`config.mk`:
```
export PLATFORM = sky130hd
export DESIGN_NAME = sar_adc_sequencer
export DESIGN_NICKNAME = d
export VERILOG_FILES = /design/src/sar_adc_pkg.sv /design/src/bit_period_if.sv /design/src/bit_period_divider.sv /design/src/sar_adc_sequencer.sv
export SDC_FILE = /design/constraint.sdc
export NUM_CORES = 1
export LEC_CHECK = 0
export BUFFER_PORTS_ARGS = -buffer_cell sky130_fd_sc_hd__buf_2
export CORE_MARGIN = 1.5
export CORE_UTILIZATION = 30
export CTS_BUF_LIST = sky130_fd_sc_hd__clkbuf_4 sky130_fd_sc_hd__clkbuf_8
export CTS_CLUSTER_SIZE = 16
export DETAILED_ROUTE_END_ITERATION = 12
export SYNTH_ARGS = -nofsm -noshare
export SYNTH_HDL_FRONTEND = slang
export SYNTH_SLANG_ARGS = --single-unit
```
`constraint.sdc`:
```
create_clock -name sys_clk_in -period 2.6 [get_ports sys_clk_in]
set_input_delay 0.52 -clock sys_clk_in [delete_from_list [all_inputs] [get_ports sys_clk_in]]
set_output_delay 0.52 -clock sys_clk_in [all_outputs]
set_load 0.01 [all_outputs]
```
`src/sar_adc_pkg.sv`:
```
// Package with offsets, fields, reset values and counts of the converter.
package sar_adc_pkg;
  // ----------------------------------------------------------------
  // Register offsets
  // ----------------------------------------------------------------
  localparam logic [3:0] ctrl_offset = 4'h0;
  localparam logic [3:0] result_offset = 4'h4;
  localparam logic [3:0] pin_select_offset = 4'h8;
  localparam logic [3:0] intctl_offset = 4'hc;
  // ----------------------------------------------------------------
  // Control and interrupt register fields
  // ----------------------------------------------------------------
  localparam int clk_sel_lsb = 6;
  localparam int chan_lsb = 2;
  localparam int run_bit = 1;
  localparam int power_bit = 0;
  localparam int done_flag_bit = 7;
  // ----------------------------------------------------------------
  // Reset values and leading one
  // ----------------------------------------------------------------
  localparam logic [1:0] clk_sel_reset = 2'h3;
  localparam logic [3:0] chan_reset = 4'hf;
  localparam logic [7:0] pin_select_reset = 8'hff;
  localparam logic [7:0] result_reset = 8'h00;
  localparam logic [7:0] leading_one = 8'h80;
  // ----------------------------------------------------------------
  // Clock select codes and divisors
  // ----------------------------------------------------------------
  localparam logic [1:0] sel_div16 = 2'h0;
  localparam logic [1:0] sel_div8 = 2'h1;
  localparam logic [1:0] sel_div4 = 2'h2;
  localparam logic [1:0] sel_osc = 2'h3;
  localparam logic [4:0] div16 = 5'h10;
  localparam logic [4:0] div8 = 5'h08;
  localparam logic [4:0] div4 = 5'h04;
  // ----------------------------------------------------------------
  // Bit period schedule
  // ----------------------------------------------------------------
  localparam logic [3:0] periods_per_conv = 4'hd;
  localparam logic [3:0] sample_end_period = 4'h1;
  localparam logic [3:0] first_bit_period = 4'h2;
  localparam logic [3:0] last_bit_period = 4'h9;
  localparam logic [3:0] last_period = 4'hc;
endpackage : sar_adc_pkg

```
`src/bit_period_if.sv`:
```
// Interface between the sequencer and its bit period divider.
`timescale 1ns/10ps
`default_nettype none
interface bit_period_if;
  logic restart;
  logic [1:0] sel;
  logic tick;
  modport seq (output restart, output sel, input tick);
  modport div (input restart, input sel, output tick);
endinterface : bit_period_if
`default_nettype wire

```
`src/bit_period_divider.sv`:
```
// Divider that makes one tick per conversion bit period.
`timescale 1ns/10ps
`default_nettype none
module bit_period_divider (
  input wire logic sys_clk_in,
  input wire logic resetn_in,
  input wire logic osc_tick_in,
  bit_period_if.div bp
);
  typedef struct packed {
    logic [4:0] count;
  } div_state_s;

  div_state_s st;
  div_state_s next_st;
  logic [4:0] divisor;
  logic step;

  // ----------------------------------------------------------------
  // Divider
  // ----------------------------------------------------------------
  always_comb begin
    next_st = st;
    case (bp.sel)
      sar_adc_pkg::sel_div16: divisor = sar_adc_pkg::div16;
      sar_adc_pkg::sel_div8: divisor = sar_adc_pkg::div8;
      default: divisor = sar_adc_pkg::div4;
    endcase
    step = (bp.sel == sar_adc_pkg::sel_osc) ? osc_tick_in : 1'b1;
    bp.tick = step && (st.count == divisor - 5'h01) && !bp.restart;
    if (bp.restart) begin
      next_st.count = 5'h00;
    end else if (bp.tick) begin
      next_st.count = 5'h00;
    end else if (step) begin
      next_st.count = st.count + 5'h01;
    end
  end

  always_ff @(posedge sys_clk_in or negedge resetn_in) begin
    if (!resetn_in) begin
      st <= '0;
    end else begin
      st <= next_st;
    end
  end
endmodule : bit_period_divider
`default_nettype wire

```
`src/sar_adc_sequencer.sv`:
```
// Sequencer, register file and pin gating of the 8-bit SAR converter.
`timescale 1ns/10ps
`default_nettype none
module sar_adc_sequencer (
  input wire logic sys_clk_in,
  input wire logic resetn_in,
  input wire logic [3:0] addr_in,
  input wire logic [7:0] wdata_in,
  input wire logic write_in,
  input wire logic read_in,
  output logic [7:0] rdata_out,
  input wire logic sleep_in,
  input wire logic osc_tick_in,
  input wire logic compare_in,
  output logic [3:0] sample_channel_out,
  output logic sample_hold_out,
  output logic [7:0] trial_code_out,
  output logic [7:0] analog_pin_select_out,
  input wire logic [7:0] pin_drive_en_in,
  output logic [7:0] pin_drive_en_out,
  output logic conversion_done_flag_out
);
  // ----------------------------------------------------------------
  // State
  // ----------------------------------------------------------------
  typedef struct packed {
    logic [1:0] conv_clock_select;
    logic [3:0] input_channel_select;
    logic converter_power_on;
    logic [7:0] analog_pin_select;
    logic conversion_done_flag;
    logic busy;
    logic [3:0] period;
    logic [7:0] conversion_result;
    logic [7:0] marker;
    logic [1:0] active_clock;
    logic [3:0] active_channel;
    logic sleep_seen;
    logic [7:0] rdata;
  } seq_state_s;

  seq_state_s st;
  seq_state_s next_st;
  logic wr_ctrl;
  logic wr_int;
  logic start;
  logic abort;
  logic sleep_entry;
  logic done;
  logic bit_step;
  logic [7:0] kept;

  bit_period_if bp ();

  bit_period_divider u_div (
    .sys_clk_in(sys_clk_in),
    .resetn_in(resetn_in),
    .osc_tick_in(osc_tick_in),
    .bp(bp)
  );

  // ----------------------------------------------------------------
  // Decoded events
  // ----------------------------------------------------------------
  assign wr_ctrl = write_in && (addr_in == sar_adc_pkg::ctrl_offset);
  assign wr_int = write_in && (addr_in == sar_adc_pkg::intctl_offset);
  assign sleep_entry = sleep_in && !st.sleep_seen;
  assign start = wr_ctrl && wdata_in[sar_adc_pkg::run_bit] &&
    wdata_in[sar_adc_pkg::power_bit] && !st.busy && !sleep_in;
  assign abort = st.busy && (sleep_entry || sleep_in ||
    (wr_ctrl && (!wdata_in[sar_adc_pkg::run_bit] ||
    !wdata_in[sar_adc_pkg::power_bit])));
  assign done = st.busy && !abort && bp.tick &&
    (st.period == sar_adc_pkg::last_period);
  assign bit_step = st.busy && !abort && bp.tick &&
    (st.period >= sar_adc_pkg::first_bit_period) &&
    (st.period <= sar_adc_pkg::last_bit_period);
  assign bp.restart = start;
  assign bp.sel = st.active_clock;

  // ----------------------------------------------------------------
  // Next state
  // ----------------------------------------------------------------
  always_comb begin
    next_st = st;
    kept = 8'h00;
    next_st.sleep_seen = sleep_in;
    if (wr_ctrl) begin
      next_st.conv_clock_select = wdata_in[sar_adc_pkg::clk_sel_lsb +: 2];
      next_st.input_channel_select = wdata_in[sar_adc_pkg::chan_lsb +: 4];
      next_st.converter_power_on = wdata_in[sar_adc_pkg::power_bit];
    end
    if (write_in && (addr_in == sar_adc_pkg::pin_select_offset)) begin
      next_st.analog_pin_select = wdata_in;
    end
    // channel follows register only when idle
    if (!st.busy) begin
      next_st.active_channel = next_st.input_channel_select;
    end
    if (start) begin
      next_st.busy = 1'b1;
      next_st.period = 4'h0;
      next_st.active_clock = next_st.conv_clock_select;
      next_st.active_channel = next_st.input_channel_select;
    end else if (abort) begin
      next_st.busy = 1'b0;
    end else if (st.busy && bp.tick) begin
      next_st.period = st.period + 4'h1;
      // clear and shift in leading one
      if (st.period == sar_adc_pkg::sample_end_period) begin
        next_st.conversion_result = sar_adc_pkg::leading_one;
        next_st.marker = sar_adc_pkg::leading_one;
      end
      if (bit_step) begin
        kept = compare_in ? st.marker : 8'h00;
        next_st.conversion_result = (st.conversion_result & ~st.marker) |
          kept | (st.marker >> 1);
        next_st.marker = st.marker >> 1;
      end
      if (done) begin
        next_st.busy = 1'b0;
      end
    end
    if (wr_int) begin
      next_st.conversion_done_flag = wdata_in[sar_adc_pkg::done_flag_bit];
    end
    if (done) begin
      next_st.conversion_done_flag = 1'b1;
    end
    if (sleep_entry) begin
      next_st.conv_clock_select = sar_adc_pkg::clk_sel_reset;
      next_st.active_clock = sar_adc_pkg::clk_sel_reset;
      next_st.input_channel_select = sar_adc_pkg::chan_reset;
      next_st.active_channel = sar_adc_pkg::chan_reset;
    end
    // Read data stand only in the cycle after the read strobe.
    next_st.rdata = 8'h00;
    if (read_in) begin
      case (addr_in)
        sar_adc_pkg::ctrl_offset: begin
          next_st.rdata = {st.conv_clock_select, st.input_channel_select,
            st.busy, st.converter_power_on};
        end
        sar_adc_pkg::result_offset: begin
          next_st.rdata = st.conversion_result;
        end
        sar_adc_pkg::pin_select_offset: begin
          next_st.rdata = st.analog_pin_select;
        end
        sar_adc_pkg::intctl_offset: begin
          next_st.rdata = {st.conversion_done_flag, 7'h00};
        end
        default: begin
          next_st.rdata = 8'h00;
        end
      endcase
    end
  end

  // ----------------------------------------------------------------
  // Registers
  // ----------------------------------------------------------------
  always_ff @(posedge sys_clk_in or negedge resetn_in) begin
    if (!resetn_in) begin
      st <= '0;
      st.conv_clock_select <= sar_adc_pkg::clk_sel_reset;
      st.input_channel_select <= sar_adc_pkg::chan_reset;
      st.analog_pin_select <= sar_adc_pkg::pin_select_reset;
      st.active_clock <= sar_adc_pkg::clk_sel_reset;
      st.active_channel <= sar_adc_pkg::chan_reset;
      st.conversion_result <= sar_adc_pkg::result_reset;
    end else begin
      st <= next_st;
    end
  end

  // ----------------------------------------------------------------
  // Outputs
  // ----------------------------------------------------------------
  assign rdata_out = st.rdata;
  assign sample_channel_out = st.active_channel;
  assign sample_hold_out = st.busy &&
    (st.period <= sar_adc_pkg::sample_end_period);
  assign trial_code_out = st.conversion_result;
  assign analog_pin_select_out = st.analog_pin_select;
  // analog pins never drive, power bit ignored
  assign pin_drive_en_out = pin_drive_en_in & ~st.analog_pin_select;
  assign conversion_done_flag_out = st.conversion_done_flag;
endmodule : sar_adc_sequencer
`default_nettype wire

```
==> metrics, run 1 <==
DRT Pass-1 Iters 4; top cell type's share of synthesized area 0.295; Pwr Total roughly 2700 uW; CTS sink count 57; internal power approximately 2000 uW; Setup TNS 0 ns; Routed met3 length 454 um; slew margin rel. 0.529; setup repair bufs after CTS 0; final wirelength a little under 7 mm; clock power share 0.412; Starting Density 0.306; design area between 3000 and 4000 um2; met2 routed WL 3.06 mm; wire per inst around 14 um; PortBufs 64; 1st-iter DRT viols between 100 and 150; Peak Freq around 430 MHz; Mapped Nets ~330; Post-CTS Resized 0; worst setup margin around 0.25 ns; Vias/cell 4.88; Static Leak about 0.0017 uW; Num CTS Buffers 9; # IOs 65; Core Box Area 10200 um2; Max clock buf depth 2; status finished, final reports clean; Logic pwr share 0.173; Crit. End Element output pin; Die X between 100 and 150 um; GR Overflow Total 0; die area approximately 11000 um2; Switching Share 0.265; CP Max Fanout 6; Final nets around 370; worst-margin pin slew slightly above 0.7 ns; Hold Vio Cnt, Final 0; syn_area_per_cell around 10 um2; share of cells above drive strength 1 0.359; Main synth FF type dfrtp_1; worst min-delay path category in2async; Final ANT Viol Nets 0; pre-CTS setup slack 0.210 ns; Area after DPL roughly 3400 um2; Tcrit/Tclk final 0.904; RSZ-0062 raised after global routing no; synth warn 0; Psw ~700 uW; critical path arrival about 1.8 ns; register area share after synthesis 0.463; DR top layer met4; global-route wire length before repair about 11 mm; Final Max Tran Viols 0; min Tclk post-route approximately 2.4 ns; CTS H-tree depth 3; WS Path Type reg2out; Gate Count Post-Synth 299; Clock Skews between 0.01 and 0.015 ns; detailed placer's ending HPWL 4.99 mm; EDFF count, synth 0; final setup fails 0; Root Driver clkbuf_8; initial antenna violation count 0; Reg power frac 0.415; DRC viols 0; mapped cell area 3130 um2; GRT Overall Usage 0.129; post-synth top area cell dfrtp_1; number of diodes 0; top cells by area, synth dfrtp_1 30%, dfstp_2 17%, buf_4 6.9%; Critical Path Start Type flip-flop; Reg clk slew, reported paths about 0.07 ns; Final Util 0.358; Max rail drop VDD just under 0.3 mV; total of max-cap violations 0; Synth cell types 50; routability cong. between 0.8 and 0.9; Synth Register Bits 57; CTS tree built; share of synthesized registers carrying an async set or reset 1.00; die height ~110 um; P per Cell Area just over 700 nW/um2; vias in the first global route 2155; largest net degree at the start of global routing 58; hold buffer count at cts 0; DRT met1 WL ~3.1 mm; Syn-to-layout area delta 16.7%; CP required about 2.1 ns; site row count 37; worst skew pair latency 0.33 ns; Vias about 2300
power groups by stage:
stage	registers, uW	logic [uW]	clock network (uW)
3_5_place_dp	1120	464	0
3_3_place_gp	1110	458	0
6_report	1100	460	1090
4_1_cts	1100	465	1120
5_1_grt	1120	517	1150
2_1_floorplan	1090	351	0
final timing paths:
| path | start | end | slack (ns) | cells after the start |
|---|---|---|---|---|
| max in group asynchronous | resetn_in | st[21] | 1.79 | 2 |
| min | resetn_in | st[32] | 0.32 | 2 |
| max reg2reg | u_div.st[0] | trial_code_out[1] | 0.36 | 5 |
| min in group sys_clk_in | sleep_in | st[8] | 0.40 | 1 |
| max | st[32] | sample_hold_out | 0.25 | 5 |
| min reg2reg | st[45] | st[45] | 0.52 | 1 |
area by class of cell:
type / instances / area, um2
clock buffers: 10 / 131
clock inverters: 6 / 130
fillers: 1027 / 6570
inverters: 8 / 30.0
multi-input cells: 193 / 1370
flip-flops and latches: 57 / 1450
well taps: 136 / 170
repair buffers: 71 / 373
cells by family after synthesis:
group	synth area share
AOI/OAI and AO/OA	0.144
xor gates and xnor gates	0.00838
adders and majority gates	0.0240
buffers and inverters	0.0990
DFF	0.463
muxes	0.0782
and+or+nand+nor	0.184
placed cells by master, fill, tap and decap left out, types with 2 or more instances in the layout:
master / synthesis / layout
xor2_1: 3 / 3
a21oi_1: 20 / 20
ha_1: 6 / 6
a221o_1: 7 / 7
and3_1: 3 / 3
inv_1: 8 / 8
buf_4: 29 / 7
nand3_1: 7 / 7
nand4_1: 7 / 7
dfrtp_1: 37 / 37
dfstp_2: 20 / 20
nor3_1: 9 / 9
a211o_1: 2 / 2
bufinv_16: 0 / 4
a21o_1: 2 / 2
nor3b_1: 9 / 9
o21ai_0: 4 / 4
o21a_1: 3 / 3
a32o_1: 8 / 8
clkbuf_8: 0 / 9
mux2i_1: 11 / 11
nand2_1: 11 / 11
or3_1: 4 / 4
nand2b_1: 3 / 3
clkinv_2: 0 / 2
nor2_1: 29 / 29
nor4_1: 2 / 2
a31oi_1: 2 / 2
mux2_2: 10 / 10
nor2b_1: 11 / 11
buf_2: 2 / 64
a41oi_1: 2 / 2
synth_stat cells (2+ instances only):
cell type / instances
dfrtp_1: 37
buf_4: 29
nor2_1: 29
a21oi_1: 20
dfstp_2: 20
mux2i_1: 11
nand2_1: 11
nor2b_1: 11
mux2_2: 10
nor3_1: 9
nor3b_1: 9
a32o_1: 8
inv_1: 8
a221o_1: 7
nand3_1: 7
nand4_1: 7
clkbuf_1: 6
ha_1: 6
o21ai_0: 4
or3_1: 4
and3_1: 3
nand2b_1: 3
o21a_1: 3
xor2_1: 3
a211o_1: 2
a21o_1: 2
a31oi_1: 2
a41oi_1: 2
buf_1: 2
buf_2: 2
buf_6: 2
nor4_1: 2
per-layer routing:
metal | vias to the layer above | global-route usage
met5 | - | 0
met4 | 0 | 0.0509
met3 | 13 | 0.0476
met2 | 88 | 0.196
met1 | 1101 | 0.167
li1 | 1143 | -
worst max-delay path: stages, from the launching register on:
cell	delay (ns)
dfrtp_1	0.43
inv_1	0.19
ha_1	0.24
nor2_1	0.06
nor4_1	0.36
buf_2	0.22
sequential cells by signal, indices dropped and copies added, names as in the netlist:
name and cells:
analog_pin_select_out 8, bp.sel 2, conversion_done_flag_out 1, rdata_out 8, sample_channel_out 4, st 21, trial_code_out 8, u_div.st 5
per-stage QoR:
step,hold WS (ns),cells
after global placement,0.500,465
after floorplan,0.224,299
after CTS,0.341,481
final,0.324,481
after global routing,0.362,481
after detailed placement,0.501,465
Power figures use the tool's default switching activity.
==> inputs of run 2 (changes only) <==
--- a/config.mk
+++ b/config.mk
@@ -6,11 +6,13 @@
 export NUM_CORES = 1
 export LEC_CHECK = 0
 export BUFFER_PORTS_ARGS = -buffer_cell sky130_fd_sc_hd__buf_2
+export CORE_ASPECT_RATIO = 0.7
 export CORE_MARGIN = 1.5
 export CORE_UTILIZATION = 30
 export CTS_BUF_LIST = sky130_fd_sc_hd__clkbuf_4 sky130_fd_sc_hd__clkbuf_8
 export CTS_CLUSTER_SIZE = 16
 export DETAILED_ROUTE_END_ITERATION = 12
+export GPL_TIMING_DRIVEN = 0
 export SYNTH_ARGS = -nofsm -noshare
 export SYNTH_HDL_FRONTEND = slang
 export SYNTH_SLANG_ARGS = --single-unit
==> metrics, run 2 (same netlist as run 1, synthesis figures left out) <==
status finished, final reports clean; Max rail drop VDD 0.228 mV (-22%); Final ANT Viol Nets 0 (unchanged); Filler cells 1011 (-1.6%); Static Leak 0.00179 uW (+6.1%); FF+latch area 1450 um2 (unchanged); Reg power frac 0.470 (+0.055); min Tclk post-route 2.28 ns (-0.0735 ns); max FFs per register 21 (unchanged); worst skew pair latency 0.33 ns (about the same); Critical Path Start Type flip-flop; Psw 733 uW (+4.0%); 1st-iter DRT viols 170 (+17%); Logic pwr share 0.213 (+0.040); Root Driver clkbuf_8; Hold Vio Cnt, Final 0 (unchanged); CP Launch Point st[32]; Core Box Area 9910 um2 (-3.1%); PortBufs 62 (-3.1%); Crit. End Element output pin; R2R Path End trial_code_out[1]; total of max-cap violations 0 (unchanged); Reg2Reg Depth 7 (+2); CP required 2.08 ns (about the same); initial antenna violation count 0 (unchanged); Syn-to-layout area delta 20.8%; setup repair bufs after CTS 0 (unchanged); routability cong. 0.800 (-1.9%); Clock Skews 0.00974 ns (-0.00412 ns); Max clock buf depth 2 (unchanged); Vias/cell 4.96 (+1.8%); Reg clk slew, reported paths 0.07 ns (about the same); die height 88.5 um (-16%); most common cell after layout, fill and taps aside buf_2; worst-margin pin slew 0.726 ns (+0.0192 ns); Num CTS Buffers 9 (unchanged); Die X 125 um (+19%); RSZ-0062 raised after global routing no; final wirelength 7.57 mm (+11%); hold buffer count at cts 0 (unchanged); Switching Share 0.312 (+0.0463); Critical Path, Cell by Cell inv_1 > ha_1 > nor2_1 > nor4_1 > buf_2; Peak Freq 439 MHz (+3.2%); WS Path Type reg2out; vias in the first global route 2395 (+11%); slew margin rel. 0.516 (-0.0128); CTS tree built; Area after DPL 3600 um2 (+6.1%); CP Max Fanout 6 (unchanged); largest net degree at the start of global routing 58 (unchanged); Final Util 0.382 (+0.0244); detailed placer's ending HPWL 5.74 mm (+15%); Setup TNS 0 ns (unchanged); wire per inst 15.0 um (+6.0%); worst reg2reg setup slack 0.34 ns (-0.02 ns); die area 11100 um2 (about the same); worst min-delay path category in2async; worst r2r src st[31]; internal power 1620 uW (-17%); # IOs 65 (unchanged); Final Max Tran Viols 0 (unchanged); Biggest register st; GRT Overall Usage 0.145 (+0.0157); CTS sink count 57 (unchanged); DRC viols 0 (unchanged); Starting Density 0.316 (+0.00994); global-route wire length before repair 12.4 mm (+12%); site row count 30 (-19%); design area 3780 um2 (+3.5%); number of diodes 0 (unchanged); Worst path slowest cell dfrtp_1; share of cells above drive strength 1 0.393 (+0.0332); Tcrit/Tclk final 0.876 (-0.0283); Final nets 405 (+8.6%); final setup fails 0 (unchanged); most frequent cells in the layout 63 x buf_2, 37 x dfrtp_1, 30 x buf_4, 29 x nor2_1; Vias 2507 (+6.9%); Multi-input gate area 1370 um2 (unchanged); Post-CTS Resized 0 (unchanged); Critical Path Max Stage Delay 0.43 ns (about the same); DRT Pass-1 Iters 4 (unchanged); clock power share 0.316 (-0.096); GR Overflow Total 0 (unchanged); CTS H-tree depth 3 (unchanged); P per Cell Area 622 nW/um2 (-14%); critical path arrival 1.76 ns (-0.07 ns)
run 2: cell count changes in the layout (fill, tap and decap cells not counted), sizes merged:
cell    change
clkbuf      +6
buf        +26
clkinv      +1
bufinv      -4
inv         +3
run 2: worst max-delay path by stage:
stage                     cells past startpoint  slack, ns           endpoint
after floorplan                               6       0.55  trial_code_out[6]
after global placement                        7       0.23  trial_code_out[0]
after detailed placement                      7       0.23  trial_code_out[0]
after CTS                                     5       0.30    sample_hold_out
after global routing                          7       0.15  trial_code_out[4]
final                                         5       0.32    sample_hold_out
run 2: worst max-delay path: cells and delay by family, from the launching register on:
kind	cells	cell delay [ns]
adder cells (fa/ha/maj)	1	0.24
buffers and inverters	2	0.38
flip-flops	1	0.43
AND/OR/NAND/NOR	2	0.37
run 2: layer usage:
| metal | global-route usage | vias to the layer above | wire length [um] | part of all wire |
|---|---|---|---|---|
| met5 | 0 | - | 0 | 0 |
| met4 | 0.0362 | 0 | 50 | 0.0066 |
| met3 | 0.0484 | 5 | 443 | 0.059 |
| met2 | 0.235 | 73 | 3320 | 0.44 |
| met1 | 0.189 | 1216 | 3750 | 0.50 |
| li1 | - | 1213 | - | - |
run 2: area by class of cell:
cell class / instances / share of cell area
buffer: 41 / 0.0740
clock buffer: 10 / 0.0364
clock inverter: 6 / 0.0106
inverter: 8 / 0.00793
multi-input combinational: 193 / 0.363
sequential: 57 / 0.383
tap: 128 / 0.0423
timing repair buffer: 62 / 0.0826
run 2: stage by stage:
stage	cells	hold slack (ns)	power [uW]	worst slack, ns
6_report	505	0.254	2350	0.323
3_5_place_dp	489	0.505	1630	0.227
4_1_cts	505	0.379	2380	0.299
2_1_floorplan	299	0.224	1440	0.552
5_1_grt	505	0.298	2500	0.154
3_3_place_gp	489	0.502	1610	0.227
run 2: power by group through the flow:
stage	registers (uW)	logic [uW]	clock network [uW]
2_1_floorplan	1090	351	0
3_3_place_gp	1120	497	0
3_5_place_dp	1120	505	0
4_1_cts	1110	507	763
5_1_grt	1120	567	810
6_report	1110	502	745
